File: src/rtl/tmb_defs.vh
// Register offsets, field positions, mode codes and reset values of the timer block
`ifndef TMB_DEFS_VH
`define TMB_DEFS_VH
`define TMB_ADDR_W 4
`define TMB_OFF_FLAGS 4'h6
`define TMB_OFF_STATUS 4'h7
`define TMB_OFF_DEBUG 4'h8
`define TMB_OFF_STAGE 4'h9
`define TMB_OFF_COUNT_LO 4'hA
`define TMB_OFF_COUNT_HI 4'hB
`define TMB_OFF_CMP_LO 4'hC
`define TMB_OFF_CMP_HI 4'hD
`define TMB_BIT_FLAG 0
`define TMB_BIT_RUN 0
`define TMB_BIT_KEEP_RUN 0
`define TMB_RST8 8'h00
`define TMB_RST16 16'h0000
`define TMB_MODE_PERIODIC 3'h0
`define TMB_MODE_TIMEOUT 3'h1
`define TMB_MODE_ON_EVENT 3'h2
`define TMB_MODE_FRQ 3'h3
`define TMB_MODE_PW 3'h4
`define TMB_MODE_FRQPW 3'h5
`define TMB_MODE_SINGLE 3'h6
`define TMB_MODE_PWM8 3'h7
`endif

File: src/rtl/tmb_edge_detect.v
// Two-flop synchroniser for the event input plus rise/fall pulse detection
`timescale 1ns/1ps
module tmb_edge_detect (
  core_clk,
  rst_b,
  evIn,
  evRise,
  evFall
);
  input wire core_clk;
  input wire rst_b;
  input wire evIn;
  output wire evRise;
  output wire evFall;
  reg sync1_r;
  reg sync2_r;
  reg last_r;
  always @(posedge core_clk or negedge rst_b) begin
    if (!rst_b) begin
      sync1_r <= 1'b0;
      sync2_r <= 1'b0;
      last_r <= 1'b0;
    end else begin
      sync1_r <= evIn;
      sync2_r <= sync1_r;
      last_r <= sync2_r;
    end
  end
  assign evRise = sync2_r & ~last_r;
  assign evFall = ~sync2_r & last_r;
endmodule // tmb_edge_detect

File: src/rtl/tmb_regfile.v
// Byte-wide register read multiplexer with reserved bits reading as zero
`timescale 1ns/1ps
`include "tmb_defs.vh"
module tmb_regfile (
  addr,
  irqFlag,
  running,
  debug_keep_running,
  pwmMode,
  stage,
  cnt,
  cmpVal,
  rdData
);
  input wire [`TMB_ADDR_W-1:0] addr;
  input wire irqFlag;
  input wire running;
  input wire debug_keep_running;
  input wire pwmMode;
  input wire [7:0] stage;
  input wire [15:0] cnt;
  input wire [15:0] cmpVal;
  output reg [7:0] rdData;
  always @* begin
    rdData = `TMB_RST8;
    case (addr)
      `TMB_OFF_FLAGS: rdData[`TMB_BIT_FLAG] = irqFlag;
      `TMB_OFF_STATUS: rdData[`TMB_BIT_RUN] = running;
      `TMB_OFF_DEBUG: rdData[`TMB_BIT_KEEP_RUN] = debug_keep_running;
      `TMB_OFF_STAGE: rdData = stage;
      `TMB_OFF_COUNT_LO: rdData = cnt[7:0];
      `TMB_OFF_COUNT_HI: rdData = stage;
      `TMB_OFF_CMP_LO: rdData = cmpVal[7:0];
      // Both compare bytes stand alone in PWM mode, so no staging there
      `TMB_OFF_CMP_HI: rdData = pwmMode ? cmpVal[15:8] : stage;
      default: rdData = `TMB_RST8;
    endcase
  end
endmodule // tmb_regfile

File: src/rtl/tmb_timer.v
// Capture/compare timer core: flag, status, debug halt, staging, counter and compare
`timescale 1ns/1ps
`include "tmb_defs.vh"
module tmb_timer (
  core_clk,
  rst_b,
  enable,
  counterModeSelect,
  eventEdge,
  eventInputEnable,
  evIn,
  debugHalt,
  busAddr,
  busWrEn,
  busRdEn,
  busWrData,
  busRdData,
  captureInterruptFlag,
  pwmOut
);
  input wire core_clk;
  input wire rst_b;
  input wire enable;
  input wire [2:0] counterModeSelect;
  input wire eventEdge;
  input wire eventInputEnable;
  input wire evIn;
  input wire debugHalt;
  input wire [`TMB_ADDR_W-1:0] busAddr;
  input wire busWrEn;
  input wire busRdEn;
  input wire [7:0] busWrData;
  output reg [7:0] busRdData;
  output reg captureInterruptFlag;
  output reg pwmOut;

  reg [15:0] cnt_r;
  reg [15:0] cnt_nxt;
  reg [15:0] cmp_r;
  reg [15:0] cmp_nxt;
  reg [7:0] stage_r;
  reg [7:0] stage_nxt;
  reg debug_keep_running_r;
  reg run_r;
  reg run_nxt;
  reg flag_nxt;
  reg pwm_nxt;
  reg [1:0] fpState_r;
  reg [1:0] fpState_nxt;
  reg evGateSync1_r;
  reg enSync_r;
  reg haltSync1_r;
  reg haltSync2_r;
  wire evRise;
  wire evFall;
  wire [7:0] rdMux;
  wire halted;
  wire actEdge;
  wire oppEdge;
  wire isCapMode;
  wire pwmMode;
  wire wrStrobe;
  wire rdStrobe;
  reg setFlag;

  localparam FP_IDLE = 2'b00;
  localparam FP_COUNT = 2'b01;
  localparam FP_MEASURED = 2'b10;

  tmb_edge_detect u_edge (
    .core_clk(core_clk),
    .rst_b(rst_b),
    .evIn(evIn),
    .evRise(evRise),
    .evFall(evFall)
  );

  tmb_regfile u_regs (
    .addr(busAddr),
    .irqFlag(captureInterruptFlag),
    .running(run_r),
    .debug_keep_running(debug_keep_running_r),
    .pwmMode(pwmMode),
    .stage(stage_r),
    .cnt(cnt_r),
    .cmpVal(cmp_r),
    .rdData(rdMux)
  );

  // Halt request comes from the debug domain, so synchronise it first
  always @(posedge core_clk or negedge rst_b) begin
    if (!rst_b) begin
      haltSync1_r <= 1'b0;
      haltSync2_r <= 1'b0;
      evGateSync1_r <= 1'b0;
      enSync_r <= 1'b0;
    end else begin
      haltSync1_r <= debugHalt;
      haltSync2_r <= haltSync1_r;
      evGateSync1_r <= enable;
      enSync_r <= evGateSync1_r;
    end
  end

  assign halted = haltSync2_r & ~debug_keep_running_r;
  assign wrStrobe = busWrEn;
  assign rdStrobe = busRdEn & ~busWrEn;
  // Edge select zero makes the rising edge the active one
  assign actEdge = eventInputEnable & ~halted & (eventEdge ? evFall : evRise);
  assign oppEdge = eventInputEnable & ~halted & (eventEdge ? evRise : evFall);
  assign pwmMode = (counterModeSelect == `TMB_MODE_PWM8);
  assign isCapMode = (counterModeSelect == `TMB_MODE_ON_EVENT) ||
    (counterModeSelect == `TMB_MODE_FRQ) || (counterModeSelect == `TMB_MODE_PW) ||
    (counterModeSelect == `TMB_MODE_FRQPW);

  always @* begin
    cnt_nxt = cnt_r;
    cmp_nxt = cmp_r;
    stage_nxt = stage_r;
    run_nxt = run_r;
    pwm_nxt = pwmOut;
    fpState_nxt = fpState_r;
    setFlag = 1'b0;
    if (!enSync_r) begin
      run_nxt = 1'b0;
      fpState_nxt = FP_IDLE;
    end else if (!halted) begin
      case (counterModeSelect)
        `TMB_MODE_PERIODIC, `TMB_MODE_TIMEOUT, `TMB_MODE_SINGLE: begin
          if (counterModeSelect == `TMB_MODE_PERIODIC) begin
            run_nxt = 1'b1;
          end else if (counterModeSelect == `TMB_MODE_TIMEOUT) begin
            if (actEdge) begin
              run_nxt = 1'b1;
            end else if (oppEdge) begin
              run_nxt = 1'b0;
            end
          end else if (actEdge || (eventEdge && oppEdge)) begin
            run_nxt = 1'b1;
            cnt_nxt = `TMB_RST16;
          end
          if (run_r) begin
            if (cnt_r == cmp_r) begin
              setFlag = 1'b1;
              cnt_nxt = `TMB_RST16;
              if (counterModeSelect == `TMB_MODE_SINGLE) begin
                run_nxt = 1'b0;
              end
            end else begin
              cnt_nxt = cnt_r + 16'h0001;
            end
          end
        end
        `TMB_MODE_ON_EVENT: begin
          run_nxt = 1'b1;
          cnt_nxt = cnt_r + 16'h0001;
          if (actEdge) begin
            cmp_nxt = cnt_r;
            setFlag = 1'b1;
          end
        end
        `TMB_MODE_FRQ: begin
          run_nxt = 1'b1;
          cnt_nxt = cnt_r + 16'h0001;
          if (actEdge) begin
            cmp_nxt = cnt_r;
            cnt_nxt = `TMB_RST16;
            setFlag = 1'b1;
          end
        end
        `TMB_MODE_PW: begin
          run_nxt = 1'b1;
          cnt_nxt = cnt_r + 16'h0001;
          // Selected edge starts the pulse; the opposite edge ends and captures it
          if (actEdge) begin
            cnt_nxt = `TMB_RST16;
          end else if (oppEdge) begin
            cmp_nxt = cnt_r;
            setFlag = 1'b1;
          end
        end
        `TMB_MODE_FRQPW: begin
          if (run_r) begin
            cnt_nxt = cnt_r + 16'h0001;
          end
          case (fpState_r)
            FP_IDLE: if (actEdge) begin
              cnt_nxt = `TMB_RST16;
              run_nxt = 1'b1;
              fpState_nxt = FP_COUNT;
            end
            FP_COUNT: if (oppEdge) begin
              cmp_nxt = cnt_r;
              fpState_nxt = FP_MEASURED;
            end
            FP_MEASURED: if (actEdge) begin
              run_nxt = 1'b0;
              cnt_nxt = cnt_r;
              setFlag = 1'b1;
              fpState_nxt = FP_IDLE;
            end
            default: fpState_nxt = FP_IDLE;
          endcase
        end
        `TMB_MODE_PWM8: begin
          run_nxt = 1'b1;
          // Low byte is period, high byte is duty; both bytes stand alone
          if (cnt_r[7:0] == cmp_r[7:0]) begin
            setFlag = 1'b1;
            cnt_nxt = `TMB_RST16;
            pwm_nxt = 1'b1;
          end else begin
            cnt_nxt = {8'h00, cnt_r[7:0] + 8'h01};
            if (cnt_r[7:0] == cmp_r[15:8]) begin
              pwm_nxt = 1'b0;
            end
          end
        end
        default: run_nxt = 1'b0;
      endcase
    end
    // Bus side: writes override internal updates above
    if (wrStrobe) begin
      case (busAddr)
        `TMB_OFF_STAGE, `TMB_OFF_COUNT_HI, `TMB_OFF_CMP_HI: stage_nxt = busWrData;
        `TMB_OFF_COUNT_LO: cnt_nxt = {stage_r, busWrData};
        `TMB_OFF_CMP_LO: begin
          if (pwmMode) begin
            cmp_nxt[7:0] = busWrData;
          end else begin
            cmp_nxt = {stage_r, busWrData};
          end
        end
        default: stage_nxt = stage_r;
      endcase
      // In PWM mode the high compare byte is written directly
      if (busAddr == `TMB_OFF_CMP_HI && pwmMode) begin
        cmp_nxt[15:8] = busWrData;
      end
    end else if (rdStrobe) begin
      if (busAddr == `TMB_OFF_COUNT_LO) begin
        stage_nxt = cnt_r[15:8];
      end else if (busAddr == `TMB_OFF_CMP_LO) begin
        stage_nxt = cmp_r[15:8];
      end
    end
    // Set beats clear when both land in one cycle
    flag_nxt = captureInterruptFlag;
    if (wrStrobe && busAddr == `TMB_OFF_FLAGS && busWrData[`TMB_BIT_FLAG]) begin
      flag_nxt = 1'b0;
    end
    if (rdStrobe && isCapMode && busAddr == `TMB_OFF_CMP_LO) begin
      flag_nxt = 1'b0;
    end
    if (setFlag) begin
      flag_nxt = 1'b1;
    end
  end

  always @(posedge core_clk or negedge rst_b) begin
    if (!rst_b) begin
      cnt_r <= `TMB_RST16;
      cmp_r <= `TMB_RST16;
      stage_r <= `TMB_RST8;
      debug_keep_running_r <= 1'b0;
      run_r <= 1'b0;
      fpState_r <= FP_IDLE;
      captureInterruptFlag <= 1'b0;
      pwmOut <= 1'b0;
      busRdData <= `TMB_RST8;
    end else begin
      cnt_r <= cnt_nxt;
      cmp_r <= cmp_nxt;
      stage_r <= stage_nxt;
      run_r <= run_nxt;
      fpState_r <= fpState_nxt;
      captureInterruptFlag <= flag_nxt;
      pwmOut <= pwm_nxt;
      busRdData <= rdMux;
      if (wrStrobe && busAddr == `TMB_OFF_DEBUG) begin
        debug_keep_running_r <= busWrData[`TMB_BIT_KEEP_RUN];
      end
    end
  end
endmodule // tmb_timer

File: config.mk
export PLATFORM = sky130hd
export DESIGN_NAME = tmb_timer
export DESIGN_NICKNAME = d
export VERILOG_FILES = /design/src/rtl/tmb_edge_detect.v /design/src/rtl/tmb_regfile.v /design/src/rtl/tmb_timer.v
export VERILOG_INCLUDE_DIRS = /design/src /design/src/rtl
export SDC_FILE = /design/constraint.sdc
export NUM_CORES = 1
export LEC_CHECK = 0
export BUFFER_PORTS_ARGS = -buffer_cell sky130_fd_sc_hd__buf_4
export CORE_UTILIZATION = 30
export DETAILED_ROUTE_END_ITERATION = 8
export MAX_ROUTING_LAYER = met4
export SYNTH_ARGS = -nofsm -noshare
export SYNTH_HDL_FRONTEND = slang
export SYNTH_HIERARCHICAL = 1
export SYNTH_SLANG_ARGS = --single-unit
File: constraint.sdc
create_clock -name core_clk -period 2.7 [get_ports core_clk]
set_clock_uncertainty 0.2 [all_clocks]
set_input_delay 0.81 -clock core_clk [delete_from_list [all_inputs] [get_ports core_clk]]
set_output_delay 0.81 -clock core_clk [all_outputs]
set_load 0.01 [all_outputs]
## After elaboration in Yosys (flattened, before gate mapping)

Cells that the tools add are included.

- Add/subtract/negate cells: 2
- Eq/ne operators: 29
- Muxes and demuxes: 73
- Bitwise operators: 12
- Reduce and logical (&&, ||, !) cells: 27

Operators by type and width:

| kind | number |
|---|---|
| two-way mux 16 bit | 21 |
| case mux 16 bit (5 select lines) | 1 |
| two-way mux 8 bit | 9 |
| case mux 16 bit (3 select lines) | 1 |
| case mux 16 bit (2 select lines) | 1 |
| two-way mux 1 bit | 28 |
| case mux 7 bit (4 select lines) | 1 |
| == test 4 bit, second input constant | 6 |
| adder 16 x 1 -> 16 bit, second input constant | 1 |
| == test 16 bit | 1 |
| == test 8 bit | 2 |
| == test 3 bit, second input constant | 4 |
| two-way mux 2 bit | 6 |
| != test 3 bit, second input constant | 3 |
| adder 8 x 1 -> 8 bit, second input constant | 1 |
| == test 4 x 3 -> 1 bit, second input constant | 2 |
| != test 4 bit, second input constant | 2 |
| AND reduction 4 bit | 2 |
| bitwise AND 1 bit | 7 |
| logical AND 1 bit | 7 |
| case mux 1 bit (7 select lines) | 1 |
| == test 3 x 2 -> 1 bit, second input constant | 2 |
| case mux 2 bit (3 select lines) | 1 |
| nonzero test 3 bit | 2 |
| other kinds (19) | 31 |

- Register bits after elaboration: 61
- Input port bits: 24
- Output and inout port bits: 10
- Word-level logic and storage cells: 159

## Depth between registers and ports, before layout

- Word-level depth: 16
- Gate-level depth with buffers: 10
- Gate-level depth less buffers: 7

## Hierarchy

The synthesis kept the hierarchy.

By module, submodules not included:

| module | instances | cells an instance | area an instance (um^2) | sequential area each (um^2) |
|---|---|---|---|---|
| tmb_timer | 1 | 462 | 3962.6 | 1451.4 |
| tmb_regfile | 1 | 51 | 422.9 | 0.0 |
| tmb_edge_detect | 1 | 5 | 90.1 | 75.1 |

## Worst setup path after synthesis

OpenSTA, ideal clock, no wires.

- Path kind: input to register
- Start: input port counterModeSelect[0]
- End: register cmp_r[8]
- Library setup time: 0.130 ns
- Arrival: 2.446 ns
- Required time: 2.370 ns
- Setup slack: -0.076 ns
- Stages: 9
- Buffers on the path: 3
- Path through: clkbuf_1 > or3b_1 > o32ai_1 > o2bb2ai_1 > and2_1 > buf_2 > buf_6 > mux2i_1 > a21oi_1

- Cells in the longest elaborated chain, start to end: 9
- Elaborated cells on any way between the ends: 14
- Classes of those cells: eq/ne (5); mux (7); reduce/logical (2)

Ends and longest elaborated chain:

| what | line | source |
|---|---|---|
| from (decl) | tmb_timer.v:24 | `input wire [2:0] counterModeSelect;` |
| == test 3 x 2 -> 1 bit | tmb_timer.v:128 | `case (counterModeSelect)` |
| OR reduction 2 bit (no line) | - |  |
| case mux 16 bit (3 select lines) | tmb_timer.v:128 |  |
| two-way mux 16 bit | tmb_timer.v:127 | `end else if (!halted) begin` |
| two-way mux 16 bit | tmb_timer.v:124 | `if (!enSync_r) begin` |
| two-way mux 8 bit | tmb_timer.v:228 | `if (pwmMode) begin` |
| two-way mux 16 bit | tmb_timer.v:224 | `case (busAddr)` |
| two-way mux 8 bit | tmb_timer.v:237 | `` if (busAddr == `TMB_OFF_CMP_HI && pwmMode) begin `` |
| two-way mux 16 bit * | tmb_timer.v:223 | `if (wrStrobe) begin` |
| via cmp_nxt[8] | tmb_timer.v:40 | `reg [15:0] cmp_nxt;` |
| to (signal assigned) | tmb_timer.v:263 | `` cmp_r <= `TMB_RST16; `` |
| to (signal assigned) | tmb_timer.v:273 | `cmp_r <= cmp_nxt;` |
| to (decl) | tmb_timer.v:39 | `reg [15:0] cmp_r;` |

The timed path passes the listed nets; every way through them passes the cells marked *.
A chain may end at the register's enable or synchronous reset.

## Worst setup path in the final report

- Start: register cnt_r[6]
- End: register cnt_r[9]

- Cells in the longest elaborated chain, start to end: 9
- Elaborated cells on any way between the ends: 14
- Classes of those cells: add/sub (1); eq/ne (1); mux (12)

Ends and longest elaborated chain:

| what | line | source |
|---|---|---|
| from (decl) | tmb_timer.v:37 | `reg [15:0] cnt_r;` |
| from (signal assigned) | tmb_timer.v:262 | `` cnt_r <= `TMB_RST16; `` |
| from (signal assigned) | tmb_timer.v:272 | `cnt_r <= cnt_nxt;` |
| adder 16 x 1 -> 16 bit | - |  |
| two-way mux 16 bit | tmb_timer.v:183 | `if (run_r) begin` |
| two-way mux 16 bit, on equally long branches | tmb_timer.v:196, tmb_timer.v:187 |  |
| case mux 16 bit (2 select lines) | tmb_timer.v:186 | `case (fpState_r)` |
| case mux 16 bit (5 select lines) * | tmb_timer.v:128 |  |
| two-way mux 16 bit * | tmb_timer.v:127 |  |
| two-way mux 16 bit * | tmb_timer.v:124 |  |
| two-way mux 16 bit | tmb_timer.v:224 |  |
| two-way mux 16 bit * | tmb_timer.v:223 |  |
| via cnt_nxt[9] | tmb_timer.v:38 | `reg [15:0] cnt_nxt;` |

Marks and branches as above.

==> results.sh <==
export IMPL_outcome="completed"
export IMPL_vias_per_cell=5.72
export IMPL_final_layout_size_suffix_gt1_share_pct=23.6
export IMPL_worstSetupEndpointType="flip-flop"
export IMPL_setup_tns_ps=0
export IMPL_post_place_ws_ps=-154
export IMPL_syn_area_sq_mm=0.00448
export IMPL_p_leak_nw=2.35
export IMPL_cts_root_buf="clkbuf_16"
export IMPL_synthesis_instances=518
export IMPL_wl_per_cell_um=20.1
export IMPL_ant_nets=0
export IMPL_final_cell_mix="buf_4 (109), dfrtp_1 (61), nand2_1 (45)"
export IMPL_cts_buffers=9
export IMPL_cts_tree="yes"
export IMPL_final_net_count=623
export IMPL_antenna_found_initial=0
export IMPL_crit_arrival_ps=2590
export IMPL_ctsHoldBuffers=0
export IMPL_max_vdd_ir_drop_mv=0.292
export IMPL_cellPowerDensity_mw_per_mm2=651
export IMPL_fillers=1515
export IMPL_yosysTopAreaCell="dfrtp_1"
export IMPL_ys_ff_latch=61
export IMPL_clock_sinks=61
export IMPL_grtUsageTotal_pct=22.4
export IMPL_fp_dieH_um=124
export IMPL_crit_path_max_fanout=5
export IMPL_first_iter_violations=524
export IMPL_yosysTopAreaCellShare_pct=34.1
export IMPL_routabilityCongestion=0.944
export IMPL_grt_pass1_wl_um=24700
export IMPL_async_reset_ff_share_pct=100
export IMPL_grt_start_max_net_pins=36
export IMPL_cts_setup_buffers=0
export IMPL_required_ps=2770
export IMPL_setup_violations=0
export IMPL_via_count=4499
export IMPL_drv_cap=0
export IMPL_yosysSeqAreaShare_pct=34.1
export IMPL_hp_class="flip-flop to flip-flop"
export IMPL_whs_ps=146
export IMPL_max_clock_path_buffers=2
export IMPL_multi_input_area_sq_mm=0.00273
export IMPL_utilization_pct=38.7
export IMPL_cp_start_kind="flip-flop"
export IMPL_synth_nets=543
export IMPL_dp_hpwl_um=12300
export IMPL_io_pin_count=34
export IMPL_fin_crit_ps=2520
export IMPL_io_buffers=33
export IMPL_fin_crit_sh_pct=93.4
export IMPL_ys_warn_count=6
export IMPL_synth_area_leaders="dfrtp_1 (34%), mux2i_1 (6.7%), nand2_1 (3.8%), nor2_1 (3.4%), xor2_1 (3.3%)"
export IMPL_diodes=0
export IMPL_avgSynthCellArea_sq_um=8.64
export IMPL_synthFlopType="dfrtp_1"
export IMPL_rsz0062_at_grt="no"
export IMPL_clock_latency_ps=330
export IMPL_finalHoldViolCount=0
export IMPL_htree_levels=3
export IMPL_postCtsResizedCells=0
export IMPL_grt_overflow=0
export IMPL_worstSetupPathType="flip-flop to flip-flop"
export IMPL_initial_core_util_pct=30.8
export IMPL_final_common_cell="buf_4"
export IMPL_die_width_um=124
export IMPL_post_synth_num_cell_types=81
export IMPL_clk_pin_slew_ps=60
export IMPL_synth_edf_count=0
export IMPL_drtPass1Iterations=5
export IMPL_core_area_sq_mm=0.0145
export IMPL_register_area_sq_mm=0.00153
export IMPL_syn2layout_area_growth_pct=25.6
export IMPL_routed_wl_um=15800
export IMPL_grt_pass1_vias=4329
export IMPL_reg2reg_slack_ps=180
export IMPL_rows=44
export IMPL_drt_drc_violations_left=0
export IMPL_max_slew_margin_pct=64.3
export IMPL_dieArea_sq_mm=0.0154
export IMPL_power_w=0.00366
export IMPL_fmax_ghz=0.396
export IMPL_final_setup_worst_slack_ps=178
export IMPL_drv_slew=0
export IMPL_worstMarginPinSlew_ps=535
## worst max-delay path, stage by stage, from the launching register on
cell and delay [ps]:
dfrtp_1 400, buf_4 160, nand3_1 220, nor3_1 310
buf_4 170, nand2_1 60, or2_2 260, a2111oi_0 490
a221o_1 190
## final cells by class
type	count	area share, %
clock buffers	11	4.14
clock inverters	4	0.467
inverters	10	0.668
multi-input cells	406	48.6
flip-flops and latches	61	27.2
well taps	184	4.10
repair buffers	110	14.9
## registers in the layout (all words and copies together), names as in the netlist
name	cells
run_r	1
busRdData	8
u_edge/sync2_r	1
stage_r	8
u_edge/sync1_r	1
fpState_r	2
u_edge/last_r	1
haltSync1_r	1
cnt_r	16
evGateSync1_r	1
debug_keep_running_r	1
cmp_r	16
enSync_r	1
haltSync2_r	1
pwmOut	1
captureInterruptFlag	1
## power breakdown
part | switching, W | total (W) | internal, W
Clock | 0.000433 | 0.00105 | 0.000615
Sequential | 0.000226 | 0.00132 | 0.00110
Combinational | 0.000691 | 0.00129 | 0.000600
## synthesized netlist by cell type, types with 3 or more instances
library cell	count
dfrtp_1	61
o21a_1	3
inv_1	10
nor2b_1	10
nand3_1	16
nor4_1	9
a22o_1	3
o221ai_1	3
a311o_1	3
clkbuf_1	21
mux2i_1	30
nand4_1	5
nor2_1	41
and3_1	10
a22oi_1	5
a21oi_1	28
a221o_1	10
a32o_1	9
xnor2_1	14
buf_2	10
o22ai_1	11
nor3_1	7
a31o_1	3
a31oi_1	10
nand2_1	45
or3_1	3
o211ai_1	3
nand3b_1	4
xor2_1	17
o21ai_0	26
and2_1	4
o21ai_1	12
mux2_2	4
buf_1	4
buf_6	4
nand2b_1	7
## layer usage
layer  GRT usage [%]  wire length (um)  vias to the layer above  part of all wire (%)
met5               -                 0                        -                     0
met4            9.97               492                        0                   3.1
met2            34.9              7490                      201                    47
li1                -                 -                     2095                     -
met1            28.2              6710                     2169                    42
met3            4.21              1120                       34                   7.1
## metrics by stage
stage / instances / area [sq um]
floorplan: 518 / 4500
global placement: 771 / 5360
detailed placement: 771 / 5360
CTS: 786 / 5620
global route: 786 / 5620
finish: 786 / 5620
## final timing paths
path,start,to,cells past startpoint
max,cnt_r[6],cnt_r[9],8
min,haltSync1_r,haltSync2_r,0
max reg2reg,cnt_r[6],cnt_r[9],8
min reg2reg,haltSync1_r,haltSync2_r,0
max in group asynchronous,rst_b,cnt_r[4],2
min in group asynchronous,rst_b,cnt_r[10],1
## cells by family (layout without fill, tap and decap cells)
logic type               Yosys count  count (layout)  share of synthesized area [%]
AO/OA/AOI/OAI                    159             159                           24.9
XOR/XNOR                          31              31                           6.07
adder cells (fa/ha/maj)            1               1                          0.280
buffers and inverters             51             135                           5.34
flip-flops                        61              61                           34.1
multiplexers                      35              35                           8.05
AND/OR/NAND/NOR                  180             180                           21.2
Note: power is estimated with default switching activity, not from simulation.
